### config.mk
export PLATFORM = sky130hd
export DESIGN_NAME = reload_timer_with_capture
export DESIGN_NICKNAME = d
export VERILOG_FILES = /design/src/logic/timer_pkg.sv /design/src/logic/reload_timer_with_capture.sv
export SDC_FILE = /design/constraint.sdc
export NUM_CORES = 1
export LEC_CHECK = 0
export BUFFER_PORTS_ARGS = -buffer_cell sky130_fd_sc_hd__buf_4
export CAP_MARGIN = 20
export CORE_MARGIN = 3
export CORE_UTILIZATION = 45
export DETAILED_ROUTE_END_ITERATION = 10
export GPL_ROUTABILITY_DRIVEN = 0
export HOLD_SLACK_MARGIN = 0.02
export MAX_ROUTING_LAYER = met4
export PLACE_DENSITY = 0.66
export SYNTH_ARGS = -nofsm -noshare
export SYNTH_HDL_FRONTEND = slang
export SYNTH_SLANG_ARGS = --single-unit
### constraint.sdc
create_clock -name mclk -period 4.6 [get_ports mclk]
set_clock_uncertainty 0.05 [all_clocks]
set_input_delay 0.69 -clock mclk [delete_from_list [all_inputs] [get_ports mclk]]
set_output_delay 0.69 -clock mclk [all_outputs]
set_load 0.1 [all_outputs]
### src/logic/timer_pkg.sv
// Purpose: Shared constants and types of the three-channel reload timer
// Assumes: 8-bit byte address, 32-bit data, one word per register
// Notes:   Control bits 9:0 map one to one onto ctrl_s
package timer_pkg;

    // ------------------------------------------------------------
    // Register map
    // ------------------------------------------------------------
    localparam logic [7:0] RUN_OFF = 8'h00;
    localparam logic [7:0] CTRL_BASE = 8'h04;
    localparam logic [7:0] RELOAD_BASE = 8'h10;
    localparam logic [7:0] COUNT_BASE = 8'h1c;
    localparam logic [7:0] CAPTURE_OFF = 8'h28;
    localparam logic [7:0] SLOT_SPAN = 8'h0c;

    // ------------------------------------------------------------
    // Widths and reset values
    // ------------------------------------------------------------
    localparam int CHANNELS = 3;
    localparam int CAP_CHANNEL = 2;
    localparam int RUN_W = 3;
    localparam int CTRL_W = 10;
    localparam int DIV_W = 8;
    localparam logic [31:0] RELOAD_RST = 32'h0fffffff;
    localparam logic [31:0] COUNT_RST = 32'h0fffffff;
    localparam logic [RUN_W-1:0] RUN_RST = 3'h0;

    // ------------------------------------------------------------
    // Field encodings
    // ------------------------------------------------------------
    typedef enum logic [2:0] {
        PSC_DIV4 = 3'b000,
        PSC_DIV16 = 3'b001,
        PSC_DIV64 = 3'b010,
        PSC_DIV256 = 3'b011,
        PSC_EXT = 3'b101
    } psc_e;

    typedef enum logic [1:0] {
        CAP_OFF = 2'b00,
        CAP_BAD = 2'b01,
        CAP_ON = 2'b10,
        CAP_IRQ = 2'b11
    } cap_e;

    typedef enum logic [1:0] {
        EDGE_RISE = 2'b00,
        EDGE_FALL = 2'b01
    } edge_e;

    // ------------------------------------------------------------
    // Carriers
    // ------------------------------------------------------------
    typedef struct packed {
        logic capture_flag;
        logic underflow_flag;
        logic [1:0] capture_mode;
        logic underflow_irq_enable;
        logic [1:0] edge_select;
        logic [2:0] prescale_sel;
    } ctrl_s;

    localparam ctrl_s CTRL_RST = 10'h000;

    typedef struct packed {
        logic wr;
        logic rd;
        logic [7:0] addr;
        logic [31:0] wdata;
    } bus_req_s;

endpackage

### src/logic/reload_timer_with_capture.sv
// Purpose: Three 32-bit auto-reload down counters, capture on channel 2
// Assumes: Single clock mclk, synchronous active-high reset
// Notes:   Registers over a plain strobe port, read data one cycle later
//
// Function
// - Capture flag, bit 9 of channel 2 control, sets on a capture request.
// - Flags clear only on a written 0; a written 1 keeps them.
// - Underflow flag, bit 8 of each channel control, sets on underflow.
// - Capture mode 00 off, 01 prohibited, 10 on, 11 on with interrupt.
// - Underflow interrupt enable at bit 5 gates the underflow interrupt.
// - Edge field: 00 rising, 01 falling, 1X both; counting and capture.
// - Prescale: 000 /4, 001 /16, 010 /64, 011 /256, 101 pin.
// - Control bits 15 to 10 read zero; software writes zero there.
// - On underflow the counter loads its reload constant at once.
// - Reload constant is 32-bit read/write, reset to 0fffffff.
// - Counter decrements by one on each selected count tick.
// - Decrement from zero is underflow and sets the underflow flag.
// - Counter resets to the 0fffffff initial value.
// - Capture register copies channel 2 counter on a capture event.
// - Capture register has no reset value.
// - Three channels with counter and reload; capture only on 2.
// - Per-channel run bit: 0 holds the counter, 1 counts; reset 0.
// - Interrupt asserted only while its flag and enable are both 1.
module reload_timer_with_capture #(
    parameter int CHANNELS = timer_pkg::CHANNELS
) (
    input wire logic mclk,
    input wire logic reset,
    input wire logic ce,
    input wire timer_pkg::bus_req_s bus,
    output logic [31:0] rdata,
    input wire logic external_timer_pin,
    output logic [CHANNELS-1:0] underflow_interrupt,
    output logic capture_interrupt
);

    // ------------------------------------------------------------
    // Decoding helpers
    // ------------------------------------------------------------
    // Hit flag and channel index of a three-word register group
    function automatic logic [2:0] slot(
        input logic [7:0] a,
        input logic [7:0] base
    );
        logic [7:0] d;
        d = a - base;
        slot = {(a[1:0] == 2'b00) && (a >= base) &&
                (d < timer_pkg::SLOT_SPAN), d[3:2]};
    endfunction

    function automatic logic edge_hit(
        input logic [1:0] sel,
        input logic rise,
        input logic fall
    );
        if (sel[1])
        begin
            edge_hit = rise | fall;
        end
        else if (sel == timer_pkg::EDGE_FALL)
        begin
            edge_hit = fall;
        end
        else
        begin
            edge_hit = rise;
        end
    endfunction

    // Prohibited codes give no tick, so the counter simply holds
    function automatic logic count_tick(
        input logic [2:0] psc,
        input logic [timer_pkg::DIV_W-1:0] div,
        input logic ext
    );
        case (psc)
            timer_pkg::PSC_DIV4: count_tick = &div[1:0];
            timer_pkg::PSC_DIV16: count_tick = &div[3:0];
            timer_pkg::PSC_DIV64: count_tick = &div[5:0];
            timer_pkg::PSC_DIV256: count_tick = &div[7:0];
            timer_pkg::PSC_EXT: count_tick = ext;
            default: count_tick = 1'b0;
        endcase
    endfunction

    // Write strobe for member ch of a three-word register group
    function automatic logic chan_wr(
        input logic wr,
        input logic [2:0] hit,
        input int ch
    );
        chan_wr = wr && hit[2] && (hit[1:0] == 2'(ch));
    endfunction

    // ------------------------------------------------------------
    // Bus decode
    // ------------------------------------------------------------
    wire logic [2:0] ctl_slot;
    wire logic [2:0] rel_slot;
    wire logic [2:0] cnt_slot;
    wire logic run_hit;
    wire logic cap_hit;
    wire logic wr_run;

    assign ctl_slot = slot(bus.addr, timer_pkg::CTRL_BASE);
    assign rel_slot = slot(bus.addr, timer_pkg::RELOAD_BASE);
    assign cnt_slot = slot(bus.addr, timer_pkg::COUNT_BASE);
    assign run_hit = bus.addr == timer_pkg::RUN_OFF;
    assign cap_hit = bus.addr == timer_pkg::CAPTURE_OFF;
    assign wr_run = bus.wr && run_hit;

    // ------------------------------------------------------------
    // Pin synchroniser and edge detector
    // ------------------------------------------------------------
    logic pin_meta_q;
    logic pin_sync_q;
    logic pin_last_q;
    wire logic pin_rise;
    wire logic pin_fall;
    logic [1:0] warm_q;
    wire logic pin_ok;

    // Two stages for metastability, third only for the edge compare
    always_ff @(posedge mclk)
    begin
        if (reset)
        begin
            pin_meta_q <= 1'b0;
            pin_sync_q <= 1'b0;
            pin_last_q <= 1'b0;
            warm_q <= 2'h0;
        end
        else if (ce)
        begin
            pin_meta_q <= external_timer_pin;
            pin_sync_q <= pin_meta_q;
            pin_last_q <= pin_sync_q;
            if (!(&warm_q))
            begin
                warm_q <= warm_q + 2'h1;
            end
        end
    end

    // Edges masked until the pipe holds real pin levels,
    // so a pin idling high gives no false edge after reset
    assign pin_ok = &warm_q;
    assign pin_rise = pin_ok && pin_sync_q && !pin_last_q;
    assign pin_fall = pin_ok && !pin_sync_q && pin_last_q;

    // ------------------------------------------------------------
    // Shared prescaler and run register
    // ------------------------------------------------------------
    logic [timer_pkg::DIV_W-1:0] div_q;
    logic [timer_pkg::RUN_W-1:0] run_q;

    // One free-running divider serves all channels and all ratios
    always_ff @(posedge mclk)
    begin
        if (reset)
        begin
            div_q <= '0;
            run_q <= timer_pkg::RUN_RST;
        end
        else if (ce)
        begin
            div_q <= div_q + 1'b1;
            if (wr_run)
            begin
                run_q <= bus.wdata[timer_pkg::RUN_W-1:0];
            end
        end
    end

    // ------------------------------------------------------------
    // Capture on channel 2
    // ------------------------------------------------------------
    logic [31:0] cnt_w [CHANNELS];
    logic [31:0] rel_w [CHANNELS];
    timer_pkg::ctrl_s ctl_w [CHANNELS];
    logic [CHANNELS-1:0] uirq_d;
    logic cirq_d;
    logic [31:0] cap_q;
    wire logic cap_evt;
    wire timer_pkg::ctrl_s cap_ctl;

    assign cap_ctl = ctl_w[timer_pkg::CAP_CHANNEL];
    // Mode 01 is treated as off since only the high bit enables
    assign cap_evt = cap_ctl.capture_mode[1] &&
                     edge_hit(cap_ctl.edge_select, pin_rise, pin_fall);

    // No reset here: content is undefined until the first capture
    always_ff @(posedge mclk)
    begin
        if (ce && cap_evt)
        begin
            cap_q <= cnt_w[timer_pkg::CAP_CHANNEL];
        end
    end

    // ------------------------------------------------------------
    // Channels
    // ------------------------------------------------------------
    for (genvar i = 0; i < CHANNELS; i++)
    begin : chan
        localparam logic HAS_CAP = (i == timer_pkg::CAP_CHANNEL);
        logic [31:0] cnt_q;
        logic [31:0] rel_q;
        timer_pkg::ctrl_s ctl_q;
        timer_pkg::ctrl_s ctl_d;
        timer_pkg::ctrl_s wr_ctl_val;
        wire logic wr_ctl;
        wire logic wr_rel;
        wire logic wr_cnt;
        wire logic ext_hit;
        wire logic tick;
        wire logic unf_evt;
        wire logic cap_set;
        wire logic clr_unf;
        wire logic clr_cap;

        assign wr_ctl = chan_wr(bus.wr, ctl_slot, i);
        assign wr_rel = chan_wr(bus.wr, rel_slot, i);
        assign wr_cnt = chan_wr(bus.wr, cnt_slot, i);
        assign wr_ctl_val = bus.wdata[timer_pkg::CTRL_W-1:0];

        assign ext_hit = edge_hit(ctl_q.edge_select, pin_rise, pin_fall);
        assign tick = run_q[i] &&
                      count_tick(ctl_q.prescale_sel, div_q, ext_hit);
        // A software write to the counter takes precedence over a tick
        assign unf_evt = tick && !wr_cnt && (cnt_q == '0);
        assign cap_set = HAS_CAP && cap_evt;
        assign clr_unf = wr_ctl && !wr_ctl_val.underflow_flag;
        assign clr_cap = wr_ctl && !wr_ctl_val.capture_flag;

        // Set beats clear so an event in the clearing cycle survives
        always_comb
        begin
            ctl_d = ctl_q;
            if (wr_ctl)
            begin
                ctl_d.underflow_irq_enable = wr_ctl_val.underflow_irq_enable;
                ctl_d.edge_select = wr_ctl_val.edge_select;
                ctl_d.prescale_sel = wr_ctl_val.prescale_sel;
                ctl_d.capture_mode = HAS_CAP ? wr_ctl_val.capture_mode : 2'b00;
            end
            ctl_d.underflow_flag = unf_evt ||
                                   (ctl_q.underflow_flag && !clr_unf);
            ctl_d.capture_flag = HAS_CAP &&
                                 (cap_set || (ctl_q.capture_flag && !clr_cap));
        end

        always_ff @(posedge mclk)
        begin
            if (reset)
            begin
                ctl_q <= timer_pkg::CTRL_RST;
                rel_q <= timer_pkg::RELOAD_RST;
                cnt_q <= timer_pkg::COUNT_RST;
            end
            else if (ce)
            begin
                ctl_q <= ctl_d;
                if (wr_rel)
                begin
                    rel_q <= bus.wdata;
                end
                if (wr_cnt)
                begin
                    cnt_q <= bus.wdata;
                end
                else if (unf_evt)
                begin
                    cnt_q <= rel_q;
                end
                else if (tick)
                begin
                    cnt_q <= cnt_q - 32'h00000001;
                end
            end
        end

        // Next-state terms keep the registered request in step with flags
        assign uirq_d[i] = ctl_d.underflow_flag && ctl_d.underflow_irq_enable;
        assign cnt_w[i] = cnt_q;
        assign rel_w[i] = rel_q;
        assign ctl_w[i] = ctl_q;
    end

    // ------------------------------------------------------------
    // Capture interrupt
    // ------------------------------------------------------------
    // Built from next-state flag and mode, so a clearing write
    // drops the request at the same edge as the flag

    assign cirq_d = ctl_w[timer_pkg::CAP_CHANNEL].capture_flag ||
                    chan[timer_pkg::CAP_CHANNEL].cap_set;
    wire logic cirq_en;
    wire logic cirq_keep;
    wire timer_pkg::ctrl_s cap_ctl_d;

    assign cap_ctl_d = chan[timer_pkg::CAP_CHANNEL].ctl_d;
    assign cirq_en = cap_ctl_d.capture_mode == timer_pkg::CAP_IRQ;
    assign cirq_keep = cirq_d && cap_ctl_d.capture_flag;

    // ------------------------------------------------------------
    // Read path
    // ------------------------------------------------------------
    wire logic [31:0] rd_mux;
    wire logic [31:0] ctl_rd;
    wire timer_pkg::ctrl_s ctl_sel;

    // Reads have no side effects; a same-cycle tick is not yet seen
    assign ctl_sel = ctl_w[ctl_slot[1:0]];
    assign ctl_rd = {22'h000000, ctl_sel};
    assign rd_mux = run_hit ? {29'h00000000, run_q} :
                    ctl_slot[2] ? ctl_rd :
                    rel_slot[2] ? rel_w[rel_slot[1:0]] :
                    cnt_slot[2] ? cnt_w[cnt_slot[1:0]] :
                    cap_hit ? cap_q :
                    32'h00000000;

    // ------------------------------------------------------------
    // Output registers
    // ------------------------------------------------------------
    always_ff @(posedge mclk)
    begin
        if (reset)
        begin
            rdata <= 32'h00000000;
            underflow_interrupt <= '0;
            capture_interrupt <= 1'b0;
        end
        else if (ce)
        begin
            // Data stands for one cycle only, zero otherwise
            rdata <= bus.rd ? rd_mux : 32'h00000000;
            underflow_interrupt <= uirq_d;
            capture_interrupt <= cirq_keep && cirq_en;
        end
    end

endmodule

# ---- Word-level counts from Yosys, hierarchy flattened
# Cells that the tools add are included.
dict set report word_totals {
  regBits 300
  output_inout_bits 36
  elab_cells 204
}
dict set report classes {
  n_addsub 8
  magnitude_cmp 9
  n_eq_ne 23
  muxes 36
  bitwise_logic 5
  reduce_logical 93
}
# cell count
set op_table {}
lappend op_table {{32-bit two-way mux} 19}
lappend op_table {{32-bit binary-select mux with 2-bit select} 2}
lappend op_table {{32-bit zero test} 3}
lappend op_table {{32-bit by 1-bit subtractor with 32-bit output (second input constant)} 3}
lappend op_table {{1-bit logical AND} 47}
lappend op_table {{2-bit AND reduction} 13}
lappend op_table {{8-bit by 4-bit less-than comparator with 1-bit output (second input constant)} 3}
lappend op_table {{10-bit binary-select mux with 2-bit select} 1}
lappend op_table {{10-bit two-way mux} 2}
lappend op_table {{3-bit by 2-bit equality test with 1-bit output (second input constant)} 6}
lappend op_table {{8-bit by 5-bit >= comparator with 1-bit output (second input constant)} 2}
lappend op_table {{8-bit by 5-bit subtractor with 8-bit output (second input constant)} 2}
lappend op_table {{1-bit case mux with 5 select lines} 3}
lappend op_table {{2-bit by 1-bit equality test with 1-bit output (second input constant)} 6}
lappend op_table {{6-bit two-way mux} 2}
lappend op_table {{1-bit zero test} 11}
lappend op_table {{3-bit by 1-bit equality test with 1-bit output (second input constant)} 3}
lappend op_table {{3-bit equality test (second input constant)} 3}
lappend op_table {{3-bit >= comparator (second input constant)} 3}
lappend op_table {{3-bit zero test} 3}
lappend op_table {{2-bit NOT with 3-bit output} 3}
lappend op_table {{3-bit nonzero test} 3}
lappend op_table {{8-bit by 1-bit adder with 8-bit output (second input constant)} 1}
lappend op_table {{2-bit equality test (second input constant)} 4}
lappend op_table {{14 further kinds} 26}

# ---- Depth between registers and ports, before layout
# Gate-level depths: netlist (run 1).
dict set report logic_depth {
  depth_word 11
  ltp_mapped 13
  ltp_nobuf 8
}

# ---- Least setup slack after synthesis (run 1)
# Ideal clock, no wire load.
dict set report synth_timing {
  kind {input port to flip-flop}
  startpoint {input bus[34] (netlist bit)}
  endpoint {register chan[2].cnt_q[20]}
  setup_time_ns 0.078
  arrival_ns 3.378
  required_time_ns 4.472
  path_slack_ns 1.094
  stages 12
  n_path_buf 6
  cell_sequence {buf_1 -> inv_1 -> clkbuf_1 -> ha_1 -> clkbuf_1 -> or3_1 -> clkbuf_1 -> nor2_1 -> clkbuf_1 -> buf_1 -> nand2_1 -> a32oi_1}
}
dict set report synth_via {
  elab_chain_cells 10
  elab_cells_between_ends 15
}
# item line
set synth_lines {}
lappend synth_lines {{start, declared} reload_timer_with_capture.sv:30} ;# input wire timer_pkg::bus_req_s bus,
lappend synth_lines {{8-bit by 5-bit subtractor with 8-bit output / 8-bit by 5-bit >= comparator with 1-bit output (equally long branches)} {reload_timer_with_capture.sv:46, reload_timer_with_capture.sv:47}}
lappend synth_lines {{8-bit by 4-bit less-than comparator with 1-bit output / 1-bit logical AND (equally long branches)} {reload_timer_with_capture.sv:48, reload_timer_with_capture.sv:47}}
lappend synth_lines {{1-bit logical AND} reload_timer_with_capture.sv:47} ;# slot = {(a[1:0] == 2'b00) && (a >= base) &&
lappend synth_lines {{1-bit logical AND} reload_timer_with_capture.sv:92} ;# chan_wr = wr && hit[2] && (hit[1:0] == 2'(ch));
lappend synth_lines {{1-bit logical AND (*)} reload_timer_with_capture.sv:92}
lappend synth_lines {{1-bit zero test} reload_timer_with_capture.sv:231} ;# assign unf_evt = tick && !wr_cnt && (cnt_q == '0);
lappend synth_lines {{1-bit logical AND (2 in series)} reload_timer_with_capture.sv:231}
lappend synth_lines {{3-bit nonzero test (no line) / 32-bit two-way mux (equally long branches)} -}
lappend synth_lines {{2-bit AND reduction (no line) / 32-bit two-way mux (equally long branches)} -}
lappend synth_lines {{end signal, assigned} reload_timer_with_capture.sv:259} ;# cnt_q <= timer_pkg::COUNT_RST;
lappend synth_lines {{end signal, assigned} reload_timer_with_capture.sv:270} ;# cnt_q <= bus.wdata;
lappend synth_lines {{end signal, assigned} reload_timer_with_capture.sv:274} ;# cnt_q <= rel_q;
lappend synth_lines {{end, declared} reload_timer_with_capture.sv:207} ;# logic [31:0] cnt_q;
# Every way passes the cells marked *; elsewhere a longest branch is shown, timed or not.
# A chain may end at the register's enable or synchronous reset.

# ---- Final worst setup path (run 1)
dict set report layout_timing {
  startpoint {register chan[2].cnt_q[0]}
  endpoint {register chan[2].cnt_q[8]}
}
dict set report layout_via {
  elab_chain_cells 4
  elab_cells_between_ends 8
}
# item line
set layout_lines {}
lappend layout_lines {{32-bit by 1-bit subtractor with 32-bit output / 32-bit zero test (equally long branches)} {reload_timer_with_capture.sv:278, reload_timer_with_capture.sv:231}}
lappend layout_lines {{32-bit two-way mux / 1-bit logical AND (equally long branches)} {reload_timer_with_capture.sv:276, reload_timer_with_capture.sv:231}}
lappend layout_lines {{32-bit two-way mux / 3-bit nonzero test (equally long branches)} -}
lappend layout_lines {{32-bit two-way mux / 2-bit AND reduction (equally long branches)} -}
# Several ways; a longest one is shown, not always the timed one. The select of a mux whose other input is x is not followed.

==> results by group, run 1 <==
CTS
  – Clock insertion delay at the later pin of the skew report: 0.54 ns
  – Clock slew at reported path FFs: around 0.060 ns
  – Post-cts gate resize count: 0
  – Cts hold-fix bufs: 0
  – Clock Tree Buf Depth: 3
  – Setup Buffers After CTS: 0
  – TritonCTS buffer count: 35
  – Htree depth: 2
  – CTS tree: done
  – Root Buffer: clkbuf_16
  – Clock sink total: 300

Power and ir drop
  – Leakage Power: between 7 and 8 nW
  – Sequential share of power: a little over two fifths
  – Clock share of power: about half
  – Power Dens Cells: about 310 nW/um^2
  – Max IR drop VDD: just under 0.2 mV
  – Sw Ratio: 24.7%
  – Internal cell power: 4.55 mW
  – Total net switching power: approximately 1.5 mW
  – Part of the power in combinational logic: just under 7%

Die
  – Die Height: between 200 and 250 microns
  – Die width: between 200 and 250 microns
  – Core area: between 30000 and 40000 sq um
  – Top Ports: 82
  – Cell row count: 70
  – Die area: 40200 sq um
  – Initial core utilization: a little under half

Detailed routing
  – DR DRC count: 0
  – 1st-pass router iterations: 8
  – Post-route ant nets: 0
  – WL final: 67000 microns
  – DRT iter0 DRCs: ~2500
  – Vias per cell: 6.67
  – Vias: between 15000 and 20000
  – Wire length per cell: about 26 microns

Placement
  – IO buf count: ~80
  – Detail Placement HPWL: 47200 microns

Global route
  – All-Layer GR Usage: 32.7%
  – Most Crowded Layer GR: met2
  – Global route overflow: 0
  – GR Util met3: just under 9%
  – GR Util met1: 44.9%
  – Vias in the first global route: 16100
  – Met2 Usage GRT: between 40% and 50%
  – Initial antenna violation count: 2
  – First-pass GRT wire length: around 100000 microns
  – Pin count of the biggest net entering global routing: 63

Final layout
  – Layout area overhead: 12.8%
  – Final nets: between 2000 and 2500
  – Share of cells above drive strength 1: between 10% and 20%

Synthesis
  – Mux cell area share after synthesis: roughly 7%
  – Post-synthesis sequential area ratio: 37.1%
  – Post-synthesis average cell area: 8.10 sq um
  – Net count after synthesis: about 2200
  – Largest family of logic cells by synthesized area: simple AND/OR/NAND/NOR gates
  – Synth warn: 0
  – Count leader, synth: dfxtp_1
  – Area contributors post-synth: dfxtp_1 31%, mux2i_1 6.9%, edfxtp_1 5.6%, nand2_1 5.6%, nand3_1 4.0%
  – Synth Area in Simple Gates: between 20% and 30%
  – Most common flop cell mapped by yosys: dfxtp_1
  – XOR/XNOR Fraction of Synth Area: 4.47%
  – Synth top area share: 31.5%
  – Compound-cell area share of the yosys netlist: a little under a quarter
  – Number of flops mapped to enable cells by yosys: 32
  – Adder-Cell Fraction of Synth Area: 0.808%
  – Post-synth ARST share: 0%
  – Post-Syn Area: roughly 17000 sq um
  – Synth Instances: about 2100
  – Netlist cell types: 84
  – Yosys top cell by area: dfxtp_1
  – Most frequent cells after synthesis: 268 x dfxtp_1, 256 x nand2_1, 164 x nor2_1
  – Synthesized flop and latch total: 300

Status
  – Run status: completed

Worst setup path
  – Critical path's slowest cell: or4_4
  – Critical Path AT: around 4 ns
  – Worst reg-to-reg setup slack: around 1.0 ns
  – Kind of start point of the critical path: flop
  – CP peak stage delay: a little under 0.7 ns
  – CP endpoint kind: flop
  – Worst Path Max Fanout: 20
  – Worst EP required: about 5 ns
  – Worst Setup Path Type: reg2reg
  – Crit path cell chain: inv_1 > ha_1 > or4b_1 > or4_4 > nor3_4 > nand2_2 > or3_1 > a221o_1

STA
  – Period utilisation layout: between 70% and 80%
  – Hold WS: between 0.3 and 0.4 ns
  – Slew headroom: ~31%
  – Setup TNS: 0 ns
  – RSZ-0062 raised after global routing: no
  – Setup violators final: 0
  – Min cycle time layout: about 3.6 ns
  – Fin. max-slew vios: 0
  – Actual slew at the worst max-slew pin: 1.03 ns
  – Max Clock Freq: around 280 MHz
  – Hold Vio Cnt, Final: 0

Worst hold path
  – Worst hold path class: in2reg

Flow run
  – Max Cap Viol: 0
[kinds of logic after synthesis]
group / after synthesis
fa+ha+maj: 11
simple gates: 803
mux: 119
xor+xnor: 87
flops: 300
compound gates: 553
buf+inv: 229
[worst paths after layout]
| check | from | endpoint | cells after the start |
|---|---|---|---|
| max reg2reg | chan[2].cnt_q[0]$_SDFFE_PP1P_ | chan[2].cnt_q[8]$_SDFFE_PP1P_ | 8 |
| min | external_timer_pin | pin_meta_q$_SDFFE_PP0P_ | 3 |
| max | chan[2].cnt_q[0]$_SDFFE_PP1P_ | chan[2].cnt_q[8]$_SDFFE_PP1P_ | 8 |
| min reg2reg | underflow_interrupt[0]$_SDFFE_PP0P_ | underflow_interrupt[0]$_SDFFE_PP0P_ | 2 |
[flip-flops by register name, indices dropped and copies added, names as in the netlist, 2 cells and up]
register,flops
chan.ctl_q,14
chan.rel_q,96
rdata,32
chan.cnt_q,96
warm_q,2
underflow_interrupt,3
div_q,8
run_q,3
cap_q,32
cap_ctl,10
[through the flow]
step	setup slack, ns	area (sq um)	power (mW)	utilization (%)	cells
CTS	1.07	19200	6.03	52.0	2614
global placement	0.841	18000	3.10	48.8	2555
detailed placement	0.748	18000	3.11	48.8	2555
global route	0.854	19200	6.15	52.0	2615
finish	1.03	19200	6.04	52.0	2615
floorplan	1.09	17000	2.94	-	2102
[power by group through the flow]
stage | clock [mW] | sequential (mW) | combinational (mW)
after floorplan | 0 | 2.71 | 0.226
after global placement | 0 | 2.71 | 0.396
after detailed placement | 0 | 2.71 | 0.401
after CTS | 2.98 | 2.65 | 0.402
after global routing | 3.07 | 2.65 | 0.433
final | 2.97 | 2.65 | 0.419
[cell usage in the layout (no fill, tap or decap), types with 7 or more instances in the layout]
master,count
a211oi_1,13
a21oi_1,114
a22oi_1,38
a31oi_1,22
a32oi_1,39
and2_1,11
and3_1,21
and4_1,8
buf_4,134
clkbuf_16,38
dfxtp_1,268
edfxtp_1,32
ha_1,10
inv_1,41
mux2i_1,118
nand2_1,256
nand2b_1,10
nand3_1,135
nand4_1,22
nor2_1,160
nor3_1,60
nor4_1,36
o2111ai_1,7
o211ai_1,55
o21ai_0,96
o2bb2ai_1,31
o31ai_1,37
o32a_1,18
or3_1,20
or4_1,15
xnor2_1,51
xor2_1,36
[worst max-delay path, delay by kind of cell, from the launching register on]
family                   cells  cell delay, ns
AND/OR/NAND/NOR              5            2.37
flip-flops                   1            0.38
AO/OA/AOI/OAI                1            0.32
adder cells (fa/ha/maj)      1            0.20
buffers and inverters        1            0.13
[routing by layer]
metal / wire length, microns / share of wire [%] / up-vias
met5: 0 / 0 / -
met3: 9160 / 14 / 193
met4: 2260 / 3.4 / 0
met2: 28200 / 42 / 1207
met1: 27400 / 41 / 8274
li1: - / - / 7755
[cell type report]
type                    count  area [sq um]
inverters                  43           161
fillers                  3487         17700
multi-input cells        1573          9880
diodes                      1          2.50
flip-flops and latches    300          6330
repair buffers            135          1030
clock inverters            11           160
well taps                 504           631
clock buffers              48          1030
Power figures use the tool's default switching activity.
==> inputs of run 2 (changes only) <==
--- a/config.mk
+++ b/config.mk
@@ -5,6 +5,7 @@
 export SDC_FILE = /design/constraint.sdc
 export NUM_CORES = 1
 export LEC_CHECK = 0
+export ABC_AREA = 1
 export BUFFER_PORTS_ARGS = -buffer_cell sky130_fd_sc_hd__buf_4
 export CAP_MARGIN = 20
 export CORE_MARGIN = 3
@@ -13,7 +14,7 @@
 export GPL_ROUTABILITY_DRIVEN = 0
 export HOLD_SLACK_MARGIN = 0.02
 export MAX_ROUTING_LAYER = met4
-export PLACE_DENSITY = 0.66
+export PLACE_DENSITY = 0.68
 export SYNTH_ARGS = -nofsm -noshare
 export SYNTH_HDL_FRONTEND = slang
 export SYNTH_SLANG_ARGS = --single-unit
==> constraint.sdc (replaced) <==
create_clock -name mclk -period 2.9 [get_ports mclk]
set_clock_uncertainty 0.05 [all_clocks]
set_input_delay 0.435 -clock mclk [delete_from_list [all_inputs] [get_ports mclk]]
set_output_delay 0.435 -clock mclk [all_outputs]
set_load 0.1 [all_outputs]
==> run 2 against run 1 <==
Wire length shrank 2.7%. Setup slack lost 0.80 ns. Non-clock buffer count grew 19. Synthesized cell count grew 27%. Via count grew 8.6%. Final cell count grew 23%. Combinational power grew 63%. Largest power group unchanged.
==> results by group, run 2 <==
Die
  – Die area: 41500 sq um (+3.2%)
  – Top Ports: 82 (unchanged)
  – Cell row count: 71 (+1.4%)
  – Die width: 204 microns (+1.6%)
  – Initial core utilization: 46.2% (+0.10 points)
  – Die Height: 204 microns (+1.6%)
  – Core area: 38100 sq um (+3.1%)

Status
  – Run status: completed

Final layout
  – Layout area overhead: 15.0%
  – Share of cells above drive strength 1: 8.98% (-1.4 points)
  – Ant diodes: 0 (-1)
  – Filler Cell Count: 3747 (+7.5%)
  – Most frequent cells in the layout: 620 x nand2_1, 315 x a21oi_1, 272 x nor2_1, 268 x dfxtp_1, 218 x inv_1
  – Largest regs: chan.cnt_q x96, chan.rel_q x96
  – Final nets: 2750 (+28%)
  – Leading cell type in the layout, fill and taps excluded: nand2_1

Power and ir drop
  – Leakage Power: 9.02 nW (+24%)
  – Power Dens Cells: 493 nW/um^2 (+57%)
  – Max IR drop VDD: 0.471 mV (+140%)

Synthesis
  – Post-Syn Area: 17600 sq um (+3.3%)
  – Count leader, synth: nand2_1
  – Net count after synthesis: 2724 (+26%)
  – Synthesized flop and latch total: 300 (unchanged)
  – Most common flop cell mapped by yosys: dfxtp_1
  – Area contributors post-synth: dfxtp_1 30%, nand2_1 13%, a21oi_1 9.0%, o21ai_0 6.1%, nor2_1 5.9%
  – Synth Instances: 2667 (+27%)
  – Synth warn: 0 (unchanged)
  – Post-synth ARST share: 0% (unchanged)
  – Synth top area share: 30.5% (-1.0 points)
  – Most frequent cells after synthesis: 620 x nand2_1, 315 x a21oi_1, 275 x nor2_1
  – Post-synthesis average cell area: 6.60 sq um (-19%)
  – Number of flops mapped to enable cells by yosys: 32 (unchanged)
  – Yosys top cell by area: dfxtp_1
  – Netlist cell types: 41 (-51%)
  – Post-synthesis sequential area ratio: 35.9% (-1.2 points)

CTS
  – Clock slew at reported path FFs: 0.06 ns (about the same)
  – TritonCTS buffer count: 35 (unchanged)
  – Clock insertion delay at the later pin of the skew report: 0.55 ns (about the same)
  – CTS tree: done
  – Htree depth: 2 (unchanged)
  – Clock sink total: 300 (unchanged)
  – Root Buffer: clkbuf_16
  – Clock Tree Buf Depth: 3 (unchanged)

Global route
  – First-pass GRT wire length: 100000 microns (-0.64%)
  – All-Layer GR Usage: 31.4% (-1.3 points)
  – Initial antenna violation count: 0 (-2)
  – Pin count of the biggest net entering global routing: 125 (+98%)
  – Global route overflow: 0 (unchanged)
  – Vias in the first global route: 17600 (+8.8%)

STA
  – Setup TNS: 0 ns (unchanged)
  – Hold WS: 0.0630 ns (-0.296 ns)
  – Slew headroom: 41.7% (+10 points)
  – Hold Vio Cnt, Final: 0 (unchanged)
  – Min cycle time layout: 2.67 ns (-0.903 ns)
  – Actual slew at the worst max-slew pin: 0.865 ns (-0.163 ns)
  – Fin. max-slew vios: 0 (unchanged)
  – RSZ-0062 raised after global routing: no
  – Period utilisation layout: 92.0% (+14 points)
  – Setup violators final: 0 (unchanged)
  – Max Clock Freq: 375 MHz (+34%)

Worst setup path
  – CP endpoint kind: flop
  – Worst Setup Path Type: reg2reg
  – Critical Path AT: 3.04 ns (-0.90 ns)
  – Kind of start point of the critical path: flop
  – Worst Path Max Fanout: 25 (+25%)
  – Worst EP required: 3.27 ns (-1.70 ns)

Detailed routing
  – Vias: 18900 (+8.6%)
  – Vias per cell: 5.86 (-12%)
  – WL final: 65200 microns (-2.7%)
  – DRT iter0 DRCs: 2194 (-11%)
  – DR DRC count: 0 (unchanged)
  – Post-route ant nets: 0 (unchanged)
  – 1st-pass router iterations: 6 (-2)
  – Wire length per cell: 20.2 microns (-21%)

Worst hold path
  – Worst hold path class: in2reg

Placement
  – IO buf count: 81 (unchanged)
  – Detail Placement HPWL: 45600 microns (-3.4%)

Flow run
  – Max Cap Viol: 0 (unchanged)
-- run 2: cell types whose count changed in the layout (fill, tap and decap cells not counted), moves of 45 or more --
cell	change
o211ai_1	+45
mux2i_1	-118
nand2_1	+364
o21ai_0	+119
inv_1	+177
nor2_1	+112
a21oi_1	+201
-- run 2: worst max-delay path, cell delays in order (launching register included) --
cell and delay [ns]:
dfxtp_1 0.37, ha_1 0.27, inv_1 0.11, nor2_4 0.19, nand2_1 0.13, a21oi_1 0.15, nor2_1 0.06, nor2_1 0.10
buf_4 0.22, nand3_2 0.28, buf_12 0.26, o21ai_0 0.12, nand3_1 0.10, nand2_1 0.08, nand3_1 0.05
-- run 2: area by class of cell --
| class | count | area [sq um] | share of cell area, % |
|---|---|---|---|
| tap | 511 | 639 | 3.16 |
| timing repair buffer | 154 | 1390 | 6.88 |
| clock buffer | 44 | 981 | 4.84 |
| sequential | 300 | 6330 | 31.2 |
| clock inverter | 17 | 329 | 1.62 |
| inverter | 227 | 857 | 4.23 |
| multi-input combinational | 1975 | 9720 | 48.0 |
-- run 2: path summary, 6_finish.rpt --
kind / startpoint / endpoint / slack, ns / cells after the start
setup / recovery: div_q[0]$_SDFFE_PP0P_ / chan[1].cnt_q[8]$_SDFFE_PP1P_ / 0.23 / 14
hold / removal: bus[13] / chan[2].rel_q[13]$_SDFFE_PP1P_ / 0.06 / 3
setup reg to reg: div_q[0]$_SDFFE_PP0P_ / chan[1].cnt_q[8]$_SDFFE_PP1P_ / 0.23 / 14
hold reg to reg: chan[2].cnt_q[0]$_SDFFE_PP1P_ / cap_q[0]$_DFFE_PP_ / 0.41 / 0
-- run 2: metrics by stage --
step | util [%] | cell area (sq um) | instances | setup slack (ns) | power [mW]
after global routing | 53.1 | 20300 | 3228 | 0.00236 | 10.2
after floorplan | - | 17600 | 2667 | 0.0441 | 4.65
after global placement | 49.6 | 18900 | 3164 | 0.209 | 4.96
after CTS | 53.1 | 20200 | 3225 | 0.166 | 9.99
after detailed placement | 49.6 | 18900 | 3164 | 0.175 | 4.97
final | 53.1 | 20300 | 3228 | 0.232 | 9.98
-- run 2: logic make-up (layout without fill, tap and decap cells) --
family	count (synthesis)	in the layout	share of synthesized area, %
XOR/XNOR	78	78	3.99
buffers and inverters	393	442	9.02
AND/OR/NAND/NOR	1175	1176	28.2
flip-flops	300	300	35.9
AO/OA/AOI/OAI	710	710	22.1
adder cells (fa/ha/maj)	11	11	0.782
-- run 2: report_power, final --
part	total, mW	internal [mW]	switching [mW]
sequential	4.21	4.20	0.0136
clock	5.08	3.20	1.88
combinational	0.683	0.181	0.502
total	9.98	7.58	2.40
-- run 2: layer usage --
layer  GRT usage [%]  up-vias  share of wire [%]
li1                -     8981                  -
met1            38.5     8649                 39
met2            48.4     1043                 44
met3            5.01      248                9.2
met4            19.6        0                7.3
met5               -        -                  0
-- run 2: what timing repair did --
item                       in CTS  in global routing
hold buffers                    0                  0
gates resized for setup         0                  3
setup endpoints to repair       0                 20
buffers inserted                0                  2
